--- config.mk ---
export PLATFORM = sky130hd
export DESIGN_NAME = pcint_top
export DESIGN_NICKNAME = d
export VERILOG_FILES = /design/src/common/pcint_pkg.sv /design/src/rtl/pcint_edge.sv /design/src/rtl/pcint_sync.sv /design/src/rtl/pcint_top.sv
export SDC_FILE = /design/constraint.sdc
export NUM_CORES = 1
export LEC_CHECK = 0
export ABC_CLOCK_PERIOD_IN_PS = 1900
export BUFFER_PORTS_ARGS = -buffer_cell sky130_fd_sc_hd__buf_4
export CAP_MARGIN = 20
export CORE_MARGIN = 2
export CORE_UTILIZATION = 30
export DETAILED_ROUTE_END_ITERATION = 16
export PLACE_DENSITY = 0.46
export RECOVER_POWER = 100
export SYNTH_ARGS = -nofsm -noshare
export SYNTH_HDL_FRONTEND = slang
export SYNTH_SLANG_ARGS = --single-unit
--- constraint.sdc ---
create_clock -name core_clk -period 1.9 [get_ports core_clk]
set_input_delay 0.19 -clock core_clk [delete_from_list [all_inputs] [get_ports core_clk]]
set_output_delay 0.19 -clock core_clk [all_outputs]
set_load 0.02 [all_outputs]
--- src/common/pcint_pkg.sv ---
/*
  package for the pin change interrupt block: register offsets, field
  layout, reset values and the bus request carrier.
  assumes a plain 8-bit register port with read data one cycle later.
*/
package pcint_pkg;
  localparam int PCINT_PINS = 6;
  localparam int PCINT_AW = 4;
  localparam int PCINT_DW = 8;
  localparam logic [3:0] OFF_RISE_EN = 4'h0;
  localparam logic [3:0] OFF_FALL_EN = 4'h1;
  localparam logic [3:0] OFF_FLAGS = 4'h2;
  localparam logic [3:0] OFF_CTRL = 4'h3;
  localparam logic [3:0] OFF_IRQ_STATUS = 4'h4;
  localparam logic [3:0] OFF_IRQ_CLEAR = 4'h5;
  localparam logic [3:0] OFF_IRQ_ENABLE = 4'h6;
  localparam logic [5:0] PIN_FIELD_RESET = 6'h00;
  localparam logic [7:0] READ_ZERO = 8'h00;
  localparam int CTRL_MASTER_BIT = 0;
  localparam int CTRL_SUMMARY_BIT = 1;
  localparam int EVT_EDGE_BIT = 0;
  localparam int EVT_WAKE_BIT = 1;
  localparam int EVT_WIDTH = 2;
  localparam logic [1:0] EVT_RESET = 2'h0;

  typedef struct packed {
    logic wr;
    logic rd;
    logic [3:0] addr;
    logic [7:0] wdata;
  } pcint_req_t;

  typedef enum logic [0:0] {
    PCINT_AWAKE = 1'b0,
    PCINT_ASLEEP = 1'b1
  } pcint_pwr_t;
endpackage

--- src/rtl/pcint_edge.sv ---
/*
  per-pin edge detector giving one-cycle rise and fall pulses.
  assumes its input is already synchronous to core_clk.
*/
`timescale 1ns/10ps
`default_nettype none
module pcint_edge #(
  parameter int W = 6
) (
  input wire logic core_clk,
  input wire logic rst_n,
  input wire logic [W-1:0] level,
  output logic [W-1:0] rise,
  output logic [W-1:0] fall
);
  // edges are held off until the synchroniser has flushed its reset zeros,
  // so a pin already high at release is not taken for a rise
  localparam int SETTLE = 3;

  logic [W-1:0] prev;
  logic [SETTLE-1:0] arm;
  logic primed;

  always_ff @(posedge core_clk or negedge rst_n) begin
    if (!rst_n) begin
      prev <= '0;
      arm <= '0;
    end else begin
      prev <= level;
      arm <= {arm[SETTLE-2:0], 1'b1};
    end
  end

  assign primed = arm[SETTLE-1];

  genvar i;
  generate
    for (i = 0; i < W; i++) begin : g_pin
      assign rise[i] = primed & level[i] & ~prev[i];
      assign fall[i] = primed & ~level[i] & prev[i];
    end
  endgenerate
endmodule
`default_nettype wire

--- src/rtl/pcint_sync.sv ---
/*
  two flip-flop synchroniser, one stage pair per pin.
  assumes pins may change at any time relative to core_clk.
*/
`timescale 1ns/10ps
`default_nettype none
module pcint_sync #(
  parameter int W = 6
) (
  input wire logic core_clk,
  input wire logic rst_n,
  input wire logic [W-1:0] async_in,
  output logic [W-1:0] sync_out
);
  logic [W-1:0] stage1;

  // first stage feeds only the second stage
  always_ff @(posedge core_clk or negedge rst_n) begin
    if (!rst_n) begin
      stage1 <= '0;
      sync_out <= '0;
    end else begin
      stage1 <= async_in;
      sync_out <= stage1;
    end
  end
endmodule
`default_nettype wire

--- src/rtl/pcint_top.sv ---
/*
  pin change interrupt block: six port pins watched for enabled edges,
  sticky change flags, summary interrupt with master enable, sleep wake.
  assumes a plain synchronous register port; pins may be asynchronous.
*/
// Our own choices: the address-and-strobe port and the address map.
// Contract
// - rising edge detected only when enabled
// - falling edge detected only when enabled
// - flag sets on any enabled edge
// - software clears flag by writing zero
// - zero flag means none seen or cleared
// - master enable lets edge wake from sleep
// - flags updated before core resumes after wake
// - upper two bits read zero, ignore writes
// - enables and flags reset to zero
// - master clear still detects, no request; block_irq still asserts for an edge event enabled in evt_enable
// - summary is OR of six flags
// - edge during clear leaves flag set
`timescale 1ns/10ps
`default_nettype none
module pcint_top
  import pcint_pkg::*;
(
  input wire logic core_clk,
  input wire logic rst_n,
  input wire logic [pcint_pkg::PCINT_PINS-1:0] port_a_pin,
  input wire logic sleep_req,
  input wire logic [pcint_pkg::PCINT_AW-1:0] reg_addr,
  input wire logic [pcint_pkg::PCINT_DW-1:0] reg_wdata,
  input wire logic reg_wr,
  input wire logic reg_rd,
  output logic [pcint_pkg::PCINT_DW-1:0] reg_rdata,
  output logic change_irq,
  output logic wake,
  output logic asleep,
  output logic block_irq
);
  import pcint_pkg::*;

  localparam int N = PCINT_PINS;

  pcint_req_t req;
  logic [N-1:0] pin_sync;
  logic [N-1:0] rise_pulse;
  logic [N-1:0] fall_pulse;
  logic [N-1:0] rise_edge_enable;
  logic [N-1:0] fall_edge_enable;
  logic [N-1:0] pin_change_flags;
  logic [N-1:0] hardware_set;
  logic [N-1:0] next_flags;
  logic change_irq_master_enable;
  logic change_irq_summary;
  logic [EVT_WIDTH-1:0] evt_status;
  logic [EVT_WIDTH-1:0] evt_enable;
  logic [EVT_WIDTH-1:0] evt_set;
  logic [EVT_WIDTH-1:0] next_evt;
  logic [PCINT_DW-1:0] next_rdata;
  logic wake_evt;
  pcint_pwr_t pwr_state;

  function automatic logic hit(input pcint_req_t r, input logic [3:0] off);
    hit = r.wr && (r.addr == off);
  endfunction

  function automatic logic [PCINT_DW-1:0] pad(input logic [N-1:0] v);
    pad = {{(PCINT_DW - N){1'b0}}, v};
  endfunction

  assign req = '{wr: reg_wr, rd: reg_rd, addr: reg_addr, wdata: reg_wdata};

  pcint_sync #(.W(N)) u_sync (
    .core_clk(core_clk),
    .rst_n(rst_n),
    .async_in(port_a_pin),
    .sync_out(pin_sync)
  );

  pcint_edge #(.W(N)) u_edge (
    .core_clk(core_clk),
    .rst_n(rst_n),
    .level(pin_sync),
    .rise(rise_pulse),
    .fall(fall_pulse)
  );

  // detection runs whatever the master enable says
  assign hardware_set = (rise_pulse & rise_edge_enable)
                      | (fall_pulse & fall_edge_enable);

  // enable registers; upper bits are simply not stored
  always_ff @(posedge core_clk or negedge rst_n) begin
    if (!rst_n) begin
      rise_edge_enable <= PIN_FIELD_RESET;
      fall_edge_enable <= PIN_FIELD_RESET;
      change_irq_master_enable <= 1'b0;
    end else begin
      if (hit(req, OFF_RISE_EN)) begin
        rise_edge_enable <= req.wdata[N-1:0];
      end
      if (hit(req, OFF_FALL_EN)) begin
        fall_edge_enable <= req.wdata[N-1:0];
      end
      if (hit(req, OFF_CTRL)) begin
        change_irq_master_enable <= req.wdata[CTRL_MASTER_BIT];
      end
    end
  end

  // hardware set wins over a software write of zero
  always_comb begin
    next_flags = pin_change_flags;
    if (hit(req, OFF_FLAGS)) begin
      next_flags = req.wdata[N-1:0];
    end
    next_flags = next_flags | hardware_set;
  end

  always_ff @(posedge core_clk or negedge rst_n) begin
    if (!rst_n) begin
      pin_change_flags <= PIN_FIELD_RESET;
    end else begin
      pin_change_flags <= next_flags;
    end
  end

  assign change_irq_summary = |pin_change_flags;

  // sleep tracking: wake is raised only after flags hold the edge
  assign wake_evt = (pwr_state == PCINT_ASLEEP) && change_irq_master_enable
                  && change_irq_summary;

  always_ff @(posedge core_clk or negedge rst_n) begin
    if (!rst_n) begin
      pwr_state <= PCINT_AWAKE;
    end else begin
      case (pwr_state)
        PCINT_AWAKE: begin
          if (sleep_req) begin
            pwr_state <= PCINT_ASLEEP;
          end
        end
        PCINT_ASLEEP: begin
          if (wake_evt) begin
            pwr_state <= PCINT_AWAKE;
          end
        end
        default: begin
          pwr_state <= PCINT_AWAKE;
        end
      endcase
    end
  end

  always_ff @(posedge core_clk or negedge rst_n) begin
    if (!rst_n) begin
      wake <= 1'b0;
      asleep <= 1'b0;
      change_irq <= 1'b0;
    end else begin
      wake <= wake_evt;
      asleep <= (pwr_state == PCINT_ASLEEP) && !wake_evt;
      // written master value counts at once, so clearing it leaves no stray cycle
      change_irq <= (hit(req, OFF_CTRL) ? req.wdata[CTRL_MASTER_BIT]
                     : change_irq_master_enable) && (|next_flags);
    end
  end

  // block-level event status: sticky, write-one-to-clear, set wins
  assign evt_set[EVT_EDGE_BIT] = |hardware_set;
  assign evt_set[EVT_WAKE_BIT] = wake_evt;

  always_comb begin
    next_evt = evt_status;
    if (hit(req, OFF_IRQ_CLEAR)) begin
      next_evt = evt_status & ~req.wdata[EVT_WIDTH-1:0];
    end
    next_evt = next_evt | evt_set;
  end

  always_ff @(posedge core_clk or negedge rst_n) begin
    if (!rst_n) begin
      evt_status <= EVT_RESET;
      evt_enable <= EVT_RESET;
      block_irq <= 1'b0;
    end else begin
      evt_status <= next_evt;
      if (hit(req, OFF_IRQ_ENABLE)) begin
        evt_enable <= req.wdata[EVT_WIDTH-1:0];
      end
      block_irq <= |(next_evt & (hit(req, OFF_IRQ_ENABLE) ?
                   req.wdata[EVT_WIDTH-1:0] : evt_enable));
    end
  end

  // read decode; unmapped and write-only offsets read zero
  always_comb begin
    next_rdata = READ_ZERO;
    if (req.addr == OFF_RISE_EN) begin
      next_rdata = pad(rise_edge_enable);
    end else if (req.addr == OFF_FALL_EN) begin
      next_rdata = pad(fall_edge_enable);
    end else if (req.addr == OFF_FLAGS) begin
      next_rdata = pad(pin_change_flags);
    end else if (req.addr == OFF_CTRL) begin
      next_rdata[CTRL_MASTER_BIT] = change_irq_master_enable;
      next_rdata[CTRL_SUMMARY_BIT] = change_irq_summary;
    end else if (req.addr == OFF_IRQ_STATUS) begin
      next_rdata[EVT_WIDTH-1:0] = evt_status;
    end else if (req.addr == OFF_IRQ_ENABLE) begin
      next_rdata[EVT_WIDTH-1:0] = evt_enable;
    end
  end

  // read data stand only in the cycle after the strobe
  always_ff @(posedge core_clk or negedge rst_n) begin
    if (!rst_n) begin
      reg_rdata <= READ_ZERO;
    end else if (req.rd) begin
      reg_rdata <= next_rdata;
    end else begin
      reg_rdata <= READ_ZERO;
    end
  end
endmodule
`default_nettype wire

* Word level (Yosys, flattened, before mapping)
Cells that the tools add are included.
** Storage, ports and cells
- Flip-flop bits (word level) :: 57
- Input port bits :: 23
- Output and inout bits :: 12
- Logic and storage cells :: 98
** Operators by class
- Eq/ne operators :: 6
- Muxes and demuxes :: 15
- Bitwise gates (word level) :: 45
- Reductions and logical operators :: 16
** Operators by type and width (count)
- 1-bit AND :: 24
- 8-bit 2-to-1 mux :: 3
- 6-bit OR reduction :: 3
- 1-bit inverter :: 13
- 6-bit AND :: 2
- 4-bit by 3-bit == test with 1-bit output (second input constant) :: 3
- 2-bit 2-to-1 mux :: 6
- 6-bit OR :: 2
- 1-bit logical AND :: 10
- 4-bit by 2-bit == test with 1-bit output (second input constant) :: 2
- 6-bit 2-to-1 mux :: 1
- 2-bit AND :: 2
- 4-bit by 1-bit == test with 1-bit output (second input constant) :: 1
- 4-bit zero test :: 1
- 4-bit 2-to-1 mux :: 1
- 1-bit 2-to-1 mux :: 3
- 2-bit inverter :: 1
- 2-bit OR :: 1
- 1-bit case mux with 2 select lines :: 1
- 2-bit OR reduction :: 1
- 1-bit zero test :: 1

* Logic depth before layout (Yosys ltp)
- Word-level depth :: 9
- Depth in mapped cells :: 6

* By module
A second synthesis with hierarchy kept.
** Second synthesis, totals
- Cell total of the unflattened synthesis :: 188
- Area total of the unflattened synthesis :: 2273.4 µm²
** By module, submodules not included
- pcint_top :: times used 1, cells an instance 153, area each 1625.3 µm², sequential area each 850.8 µm²
- pcint_edge :: times used 1, cells an instance 23, area each 347.8 µm², sequential area each 225.2 µm²
- pcint_sync :: times used 1, cells an instance 12, area each 300.3 µm², sequential area each 300.3 µm²

* Least setup slack after synthesis
Ideal clock, no wire load.
- Path kind :: input -> register
- Start point :: input port reg_addr[0] (netlist bit)
- End point :: register change_irq
- Library setup time :: 0.129 ns
- Data arrival time :: 1.581 ns
- Data required time :: 1.771 ns
- Path slack :: 0.190 ns
- Stages on the path :: 6
- Cell sequence :: nand4bb_4 or2_1 buf_2 a211o_1 or2_1 o41a_1
** On the way
- Word-level cells in the longest chain between the ends :: 6
- Elaborated cells between the ends (all ways) :: 9
- Those cells by class :: eq/ne: 2; mux: 2; bitwise: 1; reduce/logical: 4
** RTL lines
- start, declared :: line pcint_top.sv:29 : input wire logic [pcint_pkg::PCINT_AW-1:0] reg_addr,
- 4-bit by 2-bit == test with 1-bit output :: line pcint_top.sv:63 : hit = r.wr && (r.addr == off);
- 1-bit logical AND :: line pcint_top.sv:63
- 6-bit 2-to-1 mux :: line pcint_top.sv:113 : if (hit(req, OFF_FLAGS)) begin
- 6-bit OR :: line pcint_top.sv:116 : next_flags = next_flags | hardware_set;
- net next_flags[5] :: line pcint_top.sv:51 : logic [N-1:0] next_flags;
- 6-bit OR reduction :: line pcint_top.sv:165 : : change_irq_master_enable) && (|next_flags);
- 1-bit logical AND :: line pcint_top.sv:165
- end signal, assigned :: line pcint_top.sv:164 : change_irq <= (hit(req, OFF_CTRL) ? req.wdata[CTRL_MASTER_BIT]
- end, declared :: line pcint_top.sv:34 : output logic change_irq,
The timed path passes the listed nets, and every way through them passes these cells.
A chain may end at the register's enable or synchronous reset.

* Final worst setup path
- Start point :: register rise_edge_enable[4]
- End point :: register change_irq
** On the way
- Word-level cells in the longest chain between the ends :: 5
** RTL lines
- start, declared :: line pcint_top.sv:47 : logic [N-1:0] rise_edge_enable;
- start signal, assigned :: line pcint_top.sv:99 : rise_edge_enable <= req.wdata[N-1:0];
- 6-bit AND :: line pcint_top.sv:88 : assign hardware_set = (rise_pulse & rise_edge_enable)
- 6-bit OR :: line pcint_top.sv:89 : | (fall_pulse & fall_edge_enable);
- 6-bit OR :: line pcint_top.sv:116
- net next_flags[4] :: line pcint_top.sv:51
- 6-bit OR reduction :: line pcint_top.sv:165
- 1-bit logical AND :: line pcint_top.sv:165
The timed path passes the listed nets, and every way through them passes these cells.

==> metrics.cfg <==
[power_and_ir_drop]
p_int_uw=1860
switching_share_pct=28.5
p_leak_uw=0.00121
peakVddDrop_mv=0.494
clockPowerShare_pct=26.5
p_per_area_mw_per_mm2=947
p_sw_uw=741
combPwrFrac_pct=17.8
seqPwrFrac_pct=55.6

[worst_setup_path]
crit_buf_inv=1
arrival_ns=1.95
worst_r2r_path_depth=6
crit_type=flop to flop
r2r_end=change_irq
cp-end-kind=flop
crit_required_ns=2.08
startpoint_type=flop
critPathSlowestCell=dfrtp_1
crit_path_cell_trace=and3b_1 -> o21ai_0 -> buf_4 -> o211ai_1 -> or2_0 -> o41a_1
critPathMaxFanout=3
cpPeakStageDelay_ns=0.42
ff2ff_setup_slack_ns=0.13
cp_top_family=compound AO/OA/AOI/OAI gates
regToRegStartpoint=rise_edge_enable[4]

[placed_design]
dp_hpwl_mm=3.56
port_buffers=30
dp_cells=320
place.gp.congestion=0.813

[timing]
finalHoldViolations=0
setup_tns_ns=0
slew_headroom_pct=9.76
finalCritPeriodShare_pct=93.0
tightest_slew_ns=1.35
drv_slew=0
period_minus_slack_ns=1.77
fmax_ghz=0.566
finClkSkew_ns=0.0109
setup-violations-final=0
rsz0062_at_grt=false
timing.hold.ws_ns=0.0999

[global_route]
antenna_found_initial=0
grt_overflow_total=0
grt_pass1_vias=1565
grt_max_degree=56
grt_pass1_wl_mm=8.10
grt.total_usage_pct=12.7

[floorplanning]
core_mm2=0.00721
num_rows=31
dieArea_mm2=0.00811
initial_core_util_pct=30.8
io_pins=35
die_h_um=90.0
dieWidth_um=90.0

[synthesis]
ys_ff_latch=55
avgSynthCellArea_um2=12.0
synth_area_mm2=0.00222
ys.flop_type=dfrtp_1
synth.largest_area_cell=dfrtp_1
ys_top_cells_by_count=dfrtp_1 (55), nand2_1 (21), mux2_2 (13), nor2_1 (13)
synth_seq_area_share_pct=62.0
synthArstFlopShare_pct=100
synth_edf_count=0
synth_area_leaders=dfrtp_1 (62%), mux2_2 (6.6%), and3b_1 (3.9%)
ys_types=38
yosys_warnings=0
synth_most_common_cell=dfrtp_1
synthCells=185
yosys.area.top_type_share_pct=62.0

[routing]
wl_mm=4.94
dr.pass1.iters=5
wl_per_cell_um=14.7
drtIter0Drc=81
ant_nets=0
vias_per_cell=4.61
via_count=1544
drc=0

[worst_hold_path]
hp-class=primary input to flop
hold_path.startpoint=sleep_req
min_to=pwr_state
hold_path_depth=3

[status]
status=completed

[final_layout]
n_fill_cell=760
final_cell_count_no_fill=335
layout.nets=258
syn_to_final_growth_pct=23.5
drive_gt1_share_pct=19.9
diodes=0
final_util_pct=38.0

[clock_network]
htree_num_levels=2
cts_tree=built
clkSinkCount=55
clockBufferDepth=2
clk_pin_slew_ns=0.11
clock_latency_ns=0.31
cts_root_buf=clkbuf_8
cts_buffers=5
cts_setup_buffers=0

[flow_run]
maxCapViolations=0

[per-stage QoR]
stage	setup slack (ns)	total power [uW]	cell area, um^2
after detailed placement	0.0698	1960	2630
after CTS	0.0940	2670	2790
final	0.133	2600	2740
after global placement	0.0513	1950	2630
after floorplan	0.190	1710	2220
after global routing	0.00702	2740	2740
[area by class of cell]
type / count / area, um^2 / share of cell area (%)
Sequential cell: 55 / 1380 / 50.2
Multi-Input combinational cell: 122 / 806 / 29.4
Timing Repair Buffer: 48 / 327 / 11.9
Tap cell: 99 / 124 / 4.52
Clock buffer: 6 / 82.6 / 3.01
Clock inverter: 2 / 16.3 / 0.593
Inverter: 3 / 11.3 / 0.411
[power by group through the flow]
stage          Clock [uW]  Sequential (uW)  Combinational (uW)
2_1_floorplan           0             1480                 229
3_3_place_gp            0             1470                 488
3_5_place_dp            0             1470                 491
4_1_cts               720             1450                 504
5_1_grt               760             1470                 513
6_report              688             1440                 463
[routing by layer]
metal / routed length (um) / vias up / global-route usage [%]
li1: - / 756 / -
met1: 2450 / 748 / 18.3
met3: 155 / 4 / 2.60
met4: 33 / 0 / 3.85
met2: 2300 / 36 / 19.3
met5: 0 / - / 0
[cell families (layout without fill, tap and decap cells)]
family                 count (synthesis)  after routing  synth area share, %
AND/OR/NAND/NOR                       74             74                 19.2
flip-flops                            55             55                 62.0
AO/OA/AOI/OAI                         30             30                 9.07
multiplexers                          15             15                 7.49
buffers and inverters                  9             59                 1.92
other                                  2              3                0.338
[sequential cells by signal (all words and copies together), names as in the netlist, 3 cells and up]
name / count
fall_edge_enable: 6
rise_edge_enable: 6
u_sync.sync_out: 6
reg_rdata: 6
pin_change_flags: 6
u_sync.stage1: 6
u_edge.prev: 6
u_edge.arm: 3
[timing repair]
action                                  in CTS  in global routing
hold endpoints to repair                    61                  0
resized for setup                            0                  1
hold buffers                                 7                  0
endpoints found under the setup margin       0                  1
[layout by cell type, fill, tap and decap left out, types with 3 or more instances in the layout]
master and count:
mux2_1 3, clkbuf_4 6, mux2_2 10, clkbuf_8 6, nor3_1 5, dfrtp_1 55
nand4b_1 4, nor4_1 4, nor2_1 13, nand2_1 21, conb_1 3, o21ai_0 9
clkbuf_1 13, buf_4 21, dlygate4sd3_1 7, nand4_1 3, a21oi_1 5, and3b_1 10
[worst min-delay path, stage by stage]
cell and delay [ns]:
buf_4 0.08, nor2_1 0.03, nor2_1 0.08
[how the worst max path moves through the flow]
stage / cells after the start / slack (ns) / end / startpoint
3_3_place_gp: 6 / 0.05 / change_irq / reg_addr[0]
5_1_grt: 5 / 0.007 / block_irq / u_sync.sync_out[1]
2_1_floorplan: 6 / 0.19 / change_irq / reg_addr[0]
3_5_place_dp: 6 / 0.07 / change_irq / reg_addr[3]
4_1_cts: 5 / 0.09 / block_irq / fall_edge_enable[2]
6_report: 6 / 0.13 / change_irq / rise_edge_enable[4]
Note: power is estimated with default switching activity, not from simulation.
